### src/sbr_pkg.sv
/*
  Package for the SMBus identification and block-read count register block.
  Holds register indices, field positions, reset values and the protocol
  state encodings shared by the protocol engine and the register bank.
  Assumes a single 50 MHz clock domain with SMBus pins sampled synchronously.
*/
package sbr_pkg;

  ////////////////////////////////////////////////////////////////////////////
  // Register indices as seen by the host.
  localparam logic [7:0] SBR_IDX_REV_VENDOR = 8'h05;
  localparam logic [7:0] SBR_IDX_DEV_TYPE = 8'h06;
  localparam logic [7:0] SBR_IDX_COUNT = 8'h07;

  ////////////////////////////////////////////////////////////////////////////
  // Field positions inside the registers.
  localparam int SBR_REV_MSB = 7;
  localparam int SBR_REV_LSB = 4;
  localparam int SBR_VEND_MSB = 3;
  localparam int SBR_VEND_LSB = 0;
  localparam int SBR_TYPE_MSB = 7;
  localparam int SBR_TYPE_LSB = 6;
  localparam int SBR_PART_MSB = 5;
  localparam int SBR_PART_LSB = 0;
  localparam int SBR_CNT_MSB = 4;
  localparam int SBR_CNT_LSB = 0;
  localparam int SBR_RSVD_MSB = 7;
  localparam int SBR_RSVD_LSB = 5;

  ////////////////////////////////////////////////////////////////////////////
  // Reset values and fixed codes.
  localparam logic [4:0] SBR_COUNT_RESET = 5'h08;
  localparam logic [2:0] SBR_RSVD_ZERO = 3'h0;
  localparam logic [1:0] SBR_TYPE_RESERVED = 2'h3;
  localparam logic [7:0] SBR_UNMAPPED_DATA = 8'h00;
  localparam logic [7:0] SBR_IDLE_BYTE = 8'hFF;
  localparam logic [7:0] SBR_INDEX_STEP = 8'h01;
  localparam logic [4:0] SBR_REMAIN_STEP = 5'h01;

  ////////////////////////////////////////////////////////////////////////////
  // Target address: base value, with one bit taken from the strap pin.
  localparam logic [6:0] SBR_ADDR_BASE = 7'h68;
  localparam int SBR_ADDR_SEL_BIT = 1;

  ////////////////////////////////////////////////////////////////////////////
  // Bit counting within a byte.
  localparam logic [3:0] SBR_BYTE_BITS = 4'h8;
  localparam logic [3:0] SBR_LAST_BIT = 4'h7;
  localparam logic [3:0] SBR_BIT_STEP = 4'h1;

  ////////////////////////////////////////////////////////////////////////////
  // Protocol states and the meaning of a received byte.
  typedef enum logic [2:0] {
    SBR_ST_IDLE,
    SBR_ST_RX,
    SBR_ST_RX_ACK,
    SBR_ST_TX,
    SBR_ST_TX_ACK
  } sbr_state_type;

  typedef enum logic [1:0] {
    SBR_RK_ADDR,
    SBR_RK_CMD,
    SBR_RK_WCNT,
    SBR_RK_WDATA
  } sbr_rx_kind_type;

endpackage : sbr_pkg

### src/sbr_reg_bank.sv
/*
  Register bank: read-only identification at indices 5 and 6 and the
  writable block-read count at index 7.
  Assumes the protocol engine presents one-cycle write strobes and a stable
  read index; indices outside 5 to 7 read as zero and ignore writes.
*/
module sbr_reg_bank
  import sbr_pkg::*;
#(
  parameter logic [3:0] REV_CODE = 4'h3,
  parameter logic [3:0] MAKER_CODE = 4'h5,
  parameter logic [1:0] CLASS_CODE = 2'h1,
  parameter logic [5:0] PART_CODE = 6'h15
)
(
  // Clock and reset.
  input wire logic clk_i,
  input wire logic reset_i,
  // Write side.
  input wire logic wr_en_i,
  input wire logic [7:0] wr_index_i,
  input wire logic [7:0] wr_data_i,
  // Read side.
  input wire logic [7:0] rd_index_i,
  output logic [7:0] rd_data_o,
  output logic [4:0] count_o
);

  typedef struct packed {
    logic [4:0] count;
  } sbr_bank_state_type;

  localparam sbr_bank_state_type BANK_RESET = '{count: SBR_COUNT_RESET};

  sbr_bank_state_type bank_q;
  sbr_bank_state_type bank_d;

  ////////////////////////////////////////////////////////////////////////////
  // Only the low five bits of the count register store; the rest is dropped.
  always_comb
  begin
    bank_d = bank_q;
    if (wr_en_i && (wr_index_i == SBR_IDX_COUNT))
    begin
      bank_d.count = wr_data_i[SBR_CNT_MSB:SBR_CNT_LSB];
    end
  end

  // Count register, eight after reset.
  always_ff @(posedge clk_i or posedge reset_i)
  begin
    if (reset_i)
    begin
      bank_q <= BANK_RESET;
    end
    else
    begin
      bank_q <= bank_d;
    end
  end

  ////////////////////////////////////////////////////////////////////////////
  // Read multiplexer; identification codes are constants, so writes to them
  // have nowhere to land.
  always_comb
  begin
    case (rd_index_i)
      SBR_IDX_REV_VENDOR: rd_data_o = {REV_CODE, MAKER_CODE};
      SBR_IDX_DEV_TYPE: rd_data_o = {CLASS_CODE, PART_CODE};
      SBR_IDX_COUNT: rd_data_o = {SBR_RSVD_ZERO, bank_q.count};
      default: rd_data_o = SBR_UNMAPPED_DATA;
    endcase
  end

  assign count_o = bank_q.count;

  ////////////////////////////////////////////////////////////////////////////
  // Checks on the register contents.
  a_rev_code_fixed: assert property (@(posedge clk_i) disable iff (reset_i)
    (rd_index_i == SBR_IDX_REV_VENDOR) |-> (rd_data_o[SBR_REV_MSB:SBR_REV_LSB] == REV_CODE)
    ##1 (rd_index_i != SBR_IDX_REV_VENDOR || rd_data_o[SBR_REV_MSB:SBR_REV_LSB] == REV_CODE))
    else $error("Revision field changed or wrong.");

  a_maker_code_fixed: assert property (@(posedge clk_i) disable iff (reset_i)
    (rd_index_i == SBR_IDX_REV_VENDOR) |->
      (rd_data_o[SBR_VEND_MSB:SBR_VEND_LSB] == MAKER_CODE))
    else $error("Maker field wrong.");

  a_class_not_reserved: assert property (@(posedge clk_i) disable iff (reset_i)
    (rd_index_i == SBR_IDX_DEV_TYPE) |->
      (rd_data_o[SBR_TYPE_MSB:SBR_TYPE_LSB] == CLASS_CODE &&
       rd_data_o[SBR_TYPE_MSB:SBR_TYPE_LSB] != SBR_TYPE_RESERVED))
    else $error("Class field wrong or reserved.");

  a_part_code_fixed: assert property (@(posedge clk_i) disable iff (reset_i)
    (rd_index_i == SBR_IDX_DEV_TYPE) |->
      (rd_data_o[SBR_PART_MSB:SBR_PART_LSB] == PART_CODE))
    else $error("Part field wrong.");

  a_count_write_taken: assert property (@(posedge clk_i) disable iff (reset_i)
    (wr_en_i && wr_index_i == SBR_IDX_COUNT) |=>
      (count_o == $past(wr_data_i[SBR_CNT_MSB:SBR_CNT_LSB])))
    else $error("Count write not stored.");

  a_count_reset_eight: assert property (@(posedge clk_i) disable iff (reset_i)
    $fell(reset_i) |-> (count_o == SBR_COUNT_RESET))
    else $error("Count not eight after reset.");

  a_count_upper_zero: assert property (@(posedge clk_i) disable iff (reset_i)
    (rd_index_i == SBR_IDX_COUNT) |->
      (rd_data_o[SBR_RSVD_MSB:SBR_RSVD_LSB] == SBR_RSVD_ZERO))
    else $error("Reserved count bits not zero.");

endmodule : sbr_reg_bank

### src/sbr_top.sv
/*
  SMBus target engine with the identification and block-read count
  registers: indexed block writes and indexed block reads.
  Assumes SCL and SDA are already synchronous to clk_i and change far slower
  than the clock; SDA is open drain and resolved outside from sda_oe_o.
*/
// Operation
// - The upper nibble of index 5 shows a fixed revision code that writes cannot change.
// - The lower nibble of index 5 shows a fixed maker code that writes cannot change.
// - The top two bits of index 6 show a fixed class code that is never the reserved 11.
// - The low six bits of index 6 show a fixed part code.
// - The low five bits of index 7 are writable and set how many data bytes a block read returns.
// - After reset the count at index 7 holds eight.
// - A block read first returns the count, then the bytes from index N up to N+X-1.
module sbr_top
  import sbr_pkg::*;
#(
  parameter logic [3:0] REV_CODE = 4'h3, // Arbitrary value.
  parameter logic [3:0] MAKER_CODE = 4'h5, // Arbitrary value.
  parameter logic [1:0] CLASS_CODE = 2'h1, // Arbitrary value.
  parameter logic [5:0] PART_CODE = 6'h15 // Arbitrary value.
)
(
  // Clock and reset.
  input wire logic clk_i,
  input wire logic reset_i,
  // Address strap.
  input wire logic sadr_i,
  // SMBus pins.
  input wire logic scl_i,
  input wire logic sda_i,
  output logic sda_o,
  output logic sda_oe_o
);

  typedef struct packed {
    sbr_state_type st;
    sbr_rx_kind_type kind;
    logic rd_mode;
    logic [3:0] cnt;
    logic [7:0] sh;
    logic [7:0] index;
    logic [4:0] remain;
    logic nack;
    logic scl_prev;
    logic sda_prev;
    logic strap_done;
    logic [6:0] own_addr;
    logic oe;
    logic sda_out;
  } sbr_ctl_type;

  sbr_ctl_type q;
  sbr_ctl_type d;
  logic scl_rise;
  logic scl_fall;
  logic start_seen;
  logic stop_seen;
  logic bank_wr_en;
  logic [7:0] bank_rd_data;
  logic [4:0] bank_count;

  ////////////////////////////////////////////////////////////////////////////
  // Register bank, read at the current index and written at the same index.
  sbr_reg_bank #(
    .REV_CODE(REV_CODE),
    .MAKER_CODE(MAKER_CODE),
    .CLASS_CODE(CLASS_CODE),
    .PART_CODE(PART_CODE)
  ) u_bank (
    .clk_i(clk_i),
    .reset_i(reset_i),
    .wr_en_i(bank_wr_en),
    .wr_index_i(q.index),
    .wr_data_i(q.sh),
    .rd_index_i(q.index),
    .rd_data_o(bank_rd_data),
    .count_o(bank_count)
  );

  ////////////////////////////////////////////////////////////////////////////
  // Bus conditions. A start or stop is only legal while SCL stays high, so
  // our own SDA changes, made while SCL is low, never look like one.
  always_comb
  begin
    scl_rise = scl_i && !q.scl_prev;
    scl_fall = !scl_i && q.scl_prev;
    start_seen = scl_i && q.scl_prev && q.sda_prev && !sda_i;
    stop_seen = scl_i && q.scl_prev && !q.sda_prev && sda_i;
  end

  ////////////////////////////////////////////////////////////////////////////
  // Protocol engine. Received bits are sampled on SCL rising; our own bits
  // and acknowledges change on SCL falling, so they are stable while high.
  always_comb
  begin
    d = q;
    bank_wr_en = 1'b0;
    d.scl_prev = scl_i;
    d.sda_prev = sda_i;
    // The strap is caught once, on the first clock after reset is released.
    if (!q.strap_done)
    begin
      d.strap_done = 1'b1;
      d.own_addr = SBR_ADDR_BASE;
      d.own_addr[SBR_ADDR_SEL_BIT] = sadr_i;
    end
    if (stop_seen)
    begin
      d.st = SBR_ST_IDLE;
      d.oe = 1'b0;
    end
    else if (start_seen)
    begin
      // A repeated start keeps the index set by the preceding command byte.
      d.st = SBR_ST_RX;
      d.kind = SBR_RK_ADDR;
      d.rd_mode = 1'b0;
      d.cnt = '0;
      d.oe = 1'b0;
    end
    else
    begin
      case (q.st)
        SBR_ST_IDLE:
        begin
          d.oe = 1'b0;
        end
        SBR_ST_RX:
        begin
          if (scl_rise)
          begin
            d.sh = {q.sh[6:0], sda_i};
            d.cnt = q.cnt + SBR_BIT_STEP;
          end
          else if (scl_fall && q.cnt == SBR_BYTE_BITS)
          begin
            d.cnt = '0;
            d.st = SBR_ST_RX_ACK;
            d.oe = 1'b1;
            case (q.kind)
              SBR_RK_ADDR:
              begin
                if (q.sh[7:1] == q.own_addr)
                begin
                  d.rd_mode = q.sh[0];
                  d.kind = SBR_RK_CMD;
                end
                else
                begin
                  // Not our address: stay off the bus until the next start.
                  d.st = SBR_ST_IDLE;
                  d.oe = 1'b0;
                end
              end
              SBR_RK_CMD:
              begin
                d.index = q.sh;
                d.kind = SBR_RK_WCNT;
              end
              SBR_RK_WCNT:
              begin
                // The host's byte count is acknowledged but not needed.
                d.kind = SBR_RK_WDATA;
              end
              SBR_RK_WDATA:
              begin
                bank_wr_en = 1'b1;
                d.index = q.index + SBR_INDEX_STEP;
              end
              default:
              begin
                d.st = SBR_ST_IDLE;
                d.oe = 1'b0;
              end
            endcase
          end
        end
        SBR_ST_RX_ACK:
        begin
          if (scl_fall)
          begin
            if (q.rd_mode)
            begin
              // Read direction: the count goes out before any data byte.
              d.st = SBR_ST_TX;
              d.sh = {SBR_RSVD_ZERO, bank_count};
              d.remain = bank_count;
              d.cnt = '0;
              d.oe = !d.sh[7];
            end
            else
            begin
              d.st = SBR_ST_RX;
              d.oe = 1'b0;
            end
          end
        end
        SBR_ST_TX:
        begin
          if (scl_fall)
          begin
            if (q.cnt == SBR_LAST_BIT)
            begin
              d.st = SBR_ST_TX_ACK;
              d.cnt = '0;
              d.oe = 1'b0;
            end
            else
            begin
              d.sh = {q.sh[6:0], 1'b0};
              d.cnt = q.cnt + SBR_BIT_STEP;
              d.oe = !q.sh[6];
            end
          end
        end
        SBR_ST_TX_ACK:
        begin
          if (scl_rise)
          begin
            d.nack = sda_i;
          end
          else if (scl_fall)
          begin
            if (q.nack)
            begin
              // Not-acknowledge ends the read; wait for the stop.
              d.st = SBR_ST_IDLE;
              d.oe = 1'b0;
            end
            else
            begin
              // Past the count the line is left released, so a host that
              // reads on sees all ones rather than stale registers.
              if (q.remain != '0)
              begin
                d.sh = bank_rd_data;
                d.index = q.index + SBR_INDEX_STEP;
                d.remain = q.remain - SBR_REMAIN_STEP;
              end
              else
              begin
                d.sh = SBR_IDLE_BYTE;
              end
              d.st = SBR_ST_TX;
              d.cnt = '0;
              d.oe = !d.sh[7];
            end
          end
        end
        default:
        begin
          d.st = SBR_ST_IDLE;
          d.oe = 1'b0;
        end
      endcase
    end
  end

  // State register; the whole engine clears to idle with the line released.
  always_ff @(posedge clk_i or posedge reset_i)
  begin
    if (reset_i)
    begin
      q <= '0;
    end
    else
    begin
      q <= d;
    end
  end

  // Open drain: the pin only ever pulls low, so the data bit stays zero.
  assign sda_o = q.sda_out;
  assign sda_oe_o = q.oe;

  ////////////////////////////////////////////////////////////////////////////
  // Checks on the read sequence.
  a_count_goes_first: assert property (@(posedge clk_i) disable iff (reset_i)
    (q.st == SBR_ST_RX_ACK && q.rd_mode && scl_fall) |=>
      (q.st == SBR_ST_TX && q.sh == {SBR_RSVD_ZERO, $past(bank_count)} &&
       q.remain == $past(bank_count)))
    else $error("Block read did not start with the count.");

  a_data_in_order: assert property (@(posedge clk_i) disable iff (reset_i)
    (q.st == SBR_ST_TX_ACK && scl_fall && !q.nack && q.remain != '0) |=>
      (q.sh == $past(bank_rd_data) && q.index == $past(q.index) + SBR_INDEX_STEP))
    else $error("Data byte not taken from the next index.");

  a_len_from_count: assert property (@(posedge clk_i) disable iff (reset_i)
    (q.st == SBR_ST_TX_ACK && scl_fall && !q.nack && q.remain == '0) |=>
      (q.sh == SBR_IDLE_BYTE && q.oe == 1'b0))
    else $error("Byte sent beyond the programmed count.");

  a_nack_releases: assert property (@(posedge clk_i) disable iff (reset_i)
    (q.st == SBR_ST_TX_ACK && scl_fall && q.nack && !start_seen) |=>
      (q.st == SBR_ST_IDLE && !sda_oe_o))
    else $error("Line still driven after not-acknowledge.");

endmodule : sbr_top

### config.mk
export PLATFORM = sky130hd
export DESIGN_NAME = sbr_top
export DESIGN_NICKNAME = d
export VERILOG_FILES = /design/src/sbr_pkg.sv /design/src/sbr_reg_bank.sv /design/src/sbr_top.sv
export SDC_FILE = /design/constraint.sdc
export NUM_CORES = 1
export LEC_CHECK = 0
export BUFFER_PORTS_ARGS = -buffer_cell sky130_fd_sc_hd__buf_2
export CAP_MARGIN = 20
export CORE_ASPECT_RATIO = 1.2
export CORE_MARGIN = 4
export CORE_UTILIZATION = 55
export CTS_BUF_LIST = sky130_fd_sc_hd__clkbuf_16
export DETAILED_ROUTE_END_ITERATION = 8
export PLACE_DENSITY = 0.74
export SYNTH_ARGS = -nofsm -noshare
export SYNTH_HDL_FRONTEND = slang
export SYNTH_SLANG_ARGS = --single-unit
### constraint.sdc
create_clock -name clk_i -period 2.9 [get_ports clk_i]
set_input_delay 0.145 -clock clk_i [delete_from_list [all_inputs] [get_ports clk_i]]
set_output_delay 0.145 -clock clk_i [all_outputs]
set_load 0.05 [all_outputs]
; ---- Word level (Yosys, flattened, before mapping)
; Cells that the tools add are included.
[word_totals]
register_bits = 43
input_bits = 5
out_inout_bits = 2
wordCells = 164
[classes]
n_addsub = 3
n_eq_ne = 42
muxes = 67
n_bitwise = 2
n_reduce_logical = 36
[ops]
columns = cell, count
row1 = 8-bit 2-to-1 mux, 11
row2 = 25-bit 2-to-1 mux, 3
row3 = 12-bit one-hot mux with 4 select lines, 1
row4 = 12-bit 2-to-1 mux, 3
row5 = 4-bit inequality test (second input constant), 9
row6 = 8-bit one-hot mux with 2 select lines, 2
row7 = 3-bit 2-to-1 mux, 10
row8 = 8-bit by 3-bit equality test with 1-bit output (second input constant), 3
row9 = 2-bit inequality test (second input constant), 11
row10 = 3-bit inequality test (second input constant), 7
row11 = 7-bit one-hot mux with 3 select lines, 1
row12 = 1-bit 2-to-1 mux, 20
row13 = 10-bit 2-to-1 mux, 2
row14 = 6-bit AND reduction, 3
row15 = 9-bit AND reduction, 2
row16 = 3-bit one-hot mux with 5 select lines, 1
row17 = 13-bit 2-to-1 mux, 1
row18 = 11-bit AND reduction, 1
row19 = 5-bit 2-to-1 mux, 2
row20 = 5-bit one-hot mux with 2 select lines, 1
row21 = 10-bit AND reduction, 1
row22 = 2-bit nonzero test, 5
row23 = 5-bit nonzero test, 2
row24 = 1-bit logical AND, 9
row25 = 26 further kinds, 39

; ---- Longest topological paths before layout
; Gate-level depths: netlist of the first run.
[depth]
word_depth = 16
mapped_depth = 9
depth_no_buf = 7

; ---- Cells and area by module
; Synthesis of the first run repeated with hierarchy kept, for this count alone.
[unflattened]
cells_unflattened = 317
area_unflattened_um2 = 2855.2
[by_module_without_submodules]
columns = mod, n_inst, cells_each, area_each_um2, seq_area_each_um2
row1 = sbr_top, 1, 287, 2526.2, 950.9
row2 = sbr_reg_bank, 1, 30, 329.1, 126.4

; ---- Worst setup path after synthesis of the first run
; No wires, ideal clock.
[synth_path]
kind = register to register
from = register q[42] (netlist bit)
to = register u_bank.bank_q (netlist bit u_bank.count_o[0])
setup_ns = 0.125
arrival_ns = 2.016
t_required_ns = 2.775
setup_slack_ns = 0.759
stages_incl_launch_ff = 6
path_buffers = 1
period_less_slack_ns = 2.141
cell_sequence = dfrtp_1 -> buf_2 -> or3b_1 -> or4_4 -> nor4b_4 -> mux2_2
[synth_between]
elab_chain_cells = 5
[synth_rtl]
columns = element, line
row1 = "start, declared", sbr_top.sv:53  ; sbr_ctl_type q;
row2 = "start signal, assigned", sbr_top.sv:265  ; q <= '0;
row3 = "start signal, assigned", sbr_top.sv:269  ; q <= d;
row4 = 3-bit by 1-bit equality test with 1-bit output, sbr_top.sv:124  ; case (q.st)
row5 = 1-bit 2-to-1 mux, sbr_top.sv:124
row6 = 1-bit 2-to-1 mux, sbr_top.sv:113  ; else if (start_seen)
row7 = 1-bit 2-to-1 mux, sbr_top.sv:108  ; if (stop_seen)
row8 = 1-bit logical AND, sbr_reg_bank.sv:43  ; if (wr_en_i && (wr_index_i == SBR_IDX_COUNT))
row9 = "end signal, assigned", sbr_reg_bank.sv:58  ; bank_q <= bank_d;
row10 = "end, declared", sbr_reg_bank.sv:35  ; sbr_bank_state_type bank_q;
; Every way passes these cells.
; A chain may end at the register's enable or synchronous reset.

; ---- Worst setup path after layout of the first run
[layout_path]
from = register q[41] (netlist bit)
to = register u_bank.bank_q (netlist bit u_bank.count_o[1])
; Same word-level chain as after synthesis.

==> impl_metrics.json, run 1 <==
{
  "status": "completed",
  "switching_share": 0.3532,
  "core_area_mm2": 0.004696,
  "areaGrowthSynthToFinish_pct": 10.07,
  "grt_util_all_layers": 0.2211,
  "post_synth.cell_area_avg_um2": 9.041,
  "tritoncts": "done",
  "maxSlewHeadroom": 0.4514,
  "h-tree-depth": 2,
  "ios": 7,
  "grt_pass1_vias": 2211,
  "crit_arrival_ps": 2620,
  "maxCapViolCount": 0,
  "drt-total-wl_mm": 6.273,
  "p_sw_w": 0.0008023,
  "ant_nets": 0,
  "dpl.hpwl_mm": 4.569,
  "syn_inst": 301,
  "hold_path.class": "in2reg",
  "place_congestion": 0.9365,
  "final_common_cell": "dfrtp_1",
  "worstRegToRegCells": 4,
  "final-hold-violation-count": 0,
  "rows": 27,
  "ys_types": 56,
  "dr.first_iter.drc_count": 220,
  "die-area_mm2": 0.006142,
  "nets": 323,
  "synth_nets": 317,
  "clock_latency_ps": 290,
  "tns_ps": 0,
  "cts-root-buf": "clkbuf_16",
  "yosysTopAreaCellShare": 0.3862,
  "yosys-top-cells-area": "dfrtp_1, a21oi_1, mux2_2, ha_1, o21ai_0",
  "required_ps": 3070,
  "synth_seq_area_share": 0.3959,
  "wl_per_cell_um": 17.14,
  "grt_max_degree": 24,
  "seq_power_share": 0.423,
  "synth_area_mm2": 0.002721,
  "p_leak_nw": 1.254,
  "worstMarginPinSlew_ps": 817.9,
  "yosysWarnings": 0,
  "clock_sinks": 43,
  "drc": 0,
  "fp.dieW_um": 72.21,
  "dp.cells": 357,
  "antenna_found_initial": 0,
  "final_cell_mix": "dfrtp_1, a21oi_1, nand2_1, o21ai_0, inv_1",
  "drv_slew": 0,
  "cts.clk_slew.worst_paths_ps": 70,
  "finalSetupViolations": 0,
  "intPower_w": 0.001469,
  "die_h_um": 85.06,
  "skew_ps": 8.661,
  "initial_core_util": 0.5795,
  "p_clk_frac": 0.278,
  "drive_gt1_frac": 0.1299,
  "min_period_ps": 2455,
  "p_comb_frac": 0.299,
  "cts_setup_buffers": 0,
  "timing.final.crit_share": 0.8465,
  "rsz0062_at_grt": "no",
  "worstSetupStartpointType": "flip-flop",
  "p_per_area_mw_per_mm2": 758.3,
  "clockBufferDepth": 2,
  "end_kind": "flip-flop",
  "synthArstFlopShare": 1.000,
  "timing.hold.ws_ps": 17.56,
  "vdd_ir_drop_max_uv": 486.4,
  "vias": 2326,
  "numCtsBuffers": 5,
  "synth_edf_count": 0,
  "dr.pass1.iters": 4,
  "critPathMaxFanout": 16,
  "synth_area_leader_cell": "dfrtp_1",
  "whs_path_depth": 1,
  "path_class": "reg2reg",
  "power.total_w": 0.002272,
  "vias_per_cell": 6.355,
  "diodes": 0,
  "fmaxAchievable_ghz": 0.4074,
  "grt_pass1_wl_mm": 10.92,
  "grt_overflow": 0,
  "portBuffers": 5,
  "finalNonFillerCells": 366,
  "synth-seq-cells": 43,
  "synth-main-ff-cell": "dfrtp_1"
}
[cell usage after synthesis (all sizes together), types with 2 or more instances]
master and number:
a32o 2, clkbuf 12, nor2b 5, a21o 2, inv 17, or3b 2
o2bb2ai 3, nor3b 3, buf 3, nand3b 3, nor4b 3, ha 11
o2111ai 2, o31ai 2, a221o 2, nor2 15, nand2 23, and2 2
a21oi 30, nor4 3, dfrtp 42, a31oi 2, or3 4, and3 3
conb 2, nor3 4, a211oi 2, nand3 17, a221oi 2, o21ai 23
o211ai 4, mux2 14, nand2b 7, mux2i 7, a211o 2, o22ai 6
[repair_timing]
item / CTS / global route
resized for setup: 0 / 1
endpoints found under the hold margin: 22 / 0
setup endpoints to repair: 0 / 1
hold buffers: 1 / 0
[final timing paths]
path | endpoint | start | slack [ps]
max in group asynchronous | u_bank.count_o[3] | reset_i | 1660
worst min register to register | q[5] | q[9] | 440
worst max-delay path | u_bank.count_o[1] | q[41] | 450
min in group asynchronous | q[35] | reset_i | 470
worst min-delay path | q[11] | scl_i | 20
worst max register to register | u_bank.count_o[1] | q[41] | 450
[cell type report]
class | instances | area, µm²
inverter | 17 | 63.81
fill | 391 | 1700
timing repair buffer | 14 | 95.09
clock buffer | 5 | 125.1
clock inverter | 3 | 37.54
tap | 58 | 72.57
sequential | 43 | 1077
multi-input combinational | 226 | 1524
[per-stage QoR]
stage	cell area (µm²)	util	worst slack (ps)
after CTS	2989	0.6366	292.9
after global routing	2995	0.6379	334.3
after global placement	2816	0.5998	512.0
after floorplan	2721	-	759.3
final	2995	0.6379	445.2
after detailed placement	2816	0.5998	333.3
[layer usage]
| layer | vias up | global-route usage | part of all wire |
|---|---|---|---|
| li1 | 1108 | - | - |
| met1 | 1135 | 0.2849 | 0.44 |
| met2 | 68 | 0.3770 | 0.50 |
| met3 | 15 | 0.03436 | 0.035 |
| met4 | 0 | 0.06667 | 0.025 |
| met5 | - | 0 | 0 |
[flip-flops by register name, indices dropped and copies added, names as in the netlist]
name            count
u_bank.count_o      5
q                  37
sda_oe_o            1
[cell families (layout without fill, tap and decap cells)]
family | after synthesis | count (layout) | share of synthesized area
buffers and inverters | 32 | 39 | 0.04644
XOR/XNOR | 2 | 2 | 0.006438
AND/OR/NAND/NOR | 101 | 101 | 0.2087
multiplexers | 21 | 21 | 0.08368
adder cells (fa/ha/maj) | 11 | 11 | 0.05057
AO/OA/AOI/OAI | 89 | 89 | 0.2055
flip-flops | 43 | 43 | 0.3959
other | 2 | 2 | 0.002760
[worst max-delay path: stages (launching register included)]
cell and delay [ps]:
dfrtp_1 620, or3b_1 460, or4_4 470, nor4b_4 390
mux2_2 390
[power by group through the flow]
| stage | sequential, W | clock (W) | combinational, W |
|---|---|---|---|
| floorplan | 0.000882 | 0 | 0.000563 |
| global placement | 0.000959 | 0 | 0.000662 |
| detailed placement | 0.000962 | 0 | 0.000675 |
| CTS | 0.000955 | 0.000635 | 0.000678 |
| global route | 0.000992 | 0.000665 | 0.000763 |
| finish | 0.000962 | 0.000631 | 0.000679 |
Note: power is estimated with default switching activity, not from simulation.
==> run 2, diff against run 1 <==
--- a/config.mk
+++ b/config.mk
@@ -12,7 +12,7 @@
 export CORE_UTILIZATION = 55
 export CTS_BUF_LIST = sky130_fd_sc_hd__clkbuf_16
 export DETAILED_ROUTE_END_ITERATION = 8
-export PLACE_DENSITY = 0.74
+export PLACE_DENSITY = 0.76
 export SYNTH_ARGS = -nofsm -noshare
 export SYNTH_HDL_FRONTEND = slang
 export SYNTH_SLANG_ARGS = --single-unit
==> constraint.sdc (replaced) <==
create_clock -name clk_i -period 2.2 [get_ports clk_i]
set_input_delay 0.11 -clock clk_i [delete_from_list [all_inputs] [get_ports clk_i]]
set_output_delay 0.11 -clock clk_i [all_outputs]
set_load 0.05 [all_outputs]
==> run 2 against run 1 <==
Routed wire length is 4.2% higher. Sequential cell count stayed put. Design area is 4.2% higher. Critical path type unchanged. Critical endpoint is now u_bank.count_o[0]. Largest cell class unchanged. Highest routed layer unchanged.
==> impl_metrics.json, run 2 (synthesized netlist as in run 1, its figures left out) <==
{
  "status": "completed",
  "numCtsBuffers": 5,
  "initial_core_util": 0.5795,
  "maxCapViolCount": 0,
  "hold_path.class": "in2reg",
  "critPathMaxFanout": 5,
  "areaGrowthSynthToFinish_pct": 14.71,
  "end_kind": "flip-flop",
  "cts.clk_slew.worst_paths_ps": 60,
  "timing.hold.ws_ps": 21.82,
  "ant_nets": 0,
  "nets": 339,
  "portBuffers": 5,
  "power.total_w": 0.002981,
  "vias": 2401,
  "clock_latency_ps": 280,
  "dr.pass1.iters": 4,
  "path_class": "reg2reg",
  "dr.first_iter.drc_count": 187,
  "drv_slew": 0,
  "stdcell_area_mm2": 0.003122,
  "final_common_cell": "dfrtp_1",
  "fmaxAchievable_ghz": 0.4664,
  "postLayoutSetupSlackWorst_ps": 56.05,
  "skew_ps": 8.752,
  "grt_util_all_layers": 0.2310,
  "clockBufferDepth": 2,
  "ios": 7,
  "rows": 27,
  "finalSetupViolations": 0,
  "worstSetupStartpointType": "flip-flop",
  "die_h_um": 85.06,
  "largest_register_ffs": 37,
  "core_area_mm2": 0.004696,
  "drt-total-wl_mm": 6.539,
  "place_congestion": 0.8763,
  "vias_per_cell": 6.285,
  "die-area_mm2": 0.006142,
  "final-hold-violation-count": 0,
  "grt_max_degree": 21,
  "rsz0062_at_grt": "yes",
  "clock_sinks": 43,
  "tritoncts": "done",
  "cts-root-buf": "clkbuf_16",
  "min_period_ps": 2144,
  "p_per_area_mw_per_mm2": 954.9,
  "diodes": 0,
  "fin_util": 0.6648,
  "wl_per_cell_um": 17.12,
  "crit_arrival_ps": 2310,
  "grt_overflow": 0,
  "antenna_found_initial": 0,
  "required_ps": 2360,
  "timing.final.crit_share": 0.9745,
  "dp_worst_setup_slack_ps": 69.14,
  "p_leak_nw": 1.332,
  "fp.dieW_um": 72.21,
  "grt_pass1_wl_mm": 11.39,
  "drive_gt1_frac": 0.1883,
  "maxSlewHeadroom": 0.6296,
  "grt_pass1_vias": 2439,
  "vdd_ir_drop_max_uv": 503.2,
  "drc": 0,
  "dpl.hpwl_mm": 4.875,
  "worstMarginPinSlew_ps": 555.7,
  "h-tree-depth": 2,
  "final_cell_mix": "dfrtp_1, a21oi_1, nand2_1, o21ai_0, buf_4",
  "dpl_cell_area_mm2": 0.002934,
  "regMostFlops": "q"
}
run 2: per-layer routing:
metal  wire length [µm]  GRT usage
met5                  0          0
met4                113    0.06496
met3                287    0.03555
met2               3423     0.4043
met1               2715     0.2912
run 2: worst paths after layout:
path	from	cells past startpoint	slack, ps	endpoint
max	q[43]	5	60	u_bank.count_o[0]
min	sda_i	1	20	q[10]
max reg2reg	q[43]	5	60	u_bank.count_o[0]
min reg2reg	q[9]	1	450	q[5]
max in group asynchronous	reset_i	4	1280	u_bank.count_o[3]
min in group asynchronous	reset_i	3	310	q[12]
run 2: power by group:
part | total, W | switching, W | internal, W
Combinational | 0.00107 | 0.000556 | 0.000510
Clock | 0.000694 | 0.000284 | 0.000410
Sequential | 0.00122 | 0.000232 | 0.000988
Total | 0.00298 | 0.00107 | 0.00191
run 2: timing repair:
item | in CTS | in global routing
endpoints found under the hold margin | 10 | 0
buffers inserted | 0 | 1
endpoints found under the setup margin | 0 | 13
resized for setup | 0 | 7
hold buffers | 2 | 0
run 2: area by class of cell:
class,instances,area (µm²)
fillers,399,1574
multi-input cells,226,1540
flip-flops and latches,43,1077
repair buffers,30,230.2
clock buffers,5,125.1
well taps,58,72.57
inverters,17,63.81
clock inverters,3,12.51
run 2: stage by stage:
stage | instances | setup TNS, ps
6_report | 382 | 0
5_1_grt | 382 | -75.78
4_1_cts | 381 | 0
3_5_place_dp | 371 | 0
3_3_place_gp | 371 | 0
2_1_floorplan | 301 | 0
run 2: worst max-delay path, stage by stage (launching register included):
cell,delay [ps]
dfrtp_1,390
or3b_4,410
or4_4,460
nor4b_4,260
buf_4,180
mux2_2,330
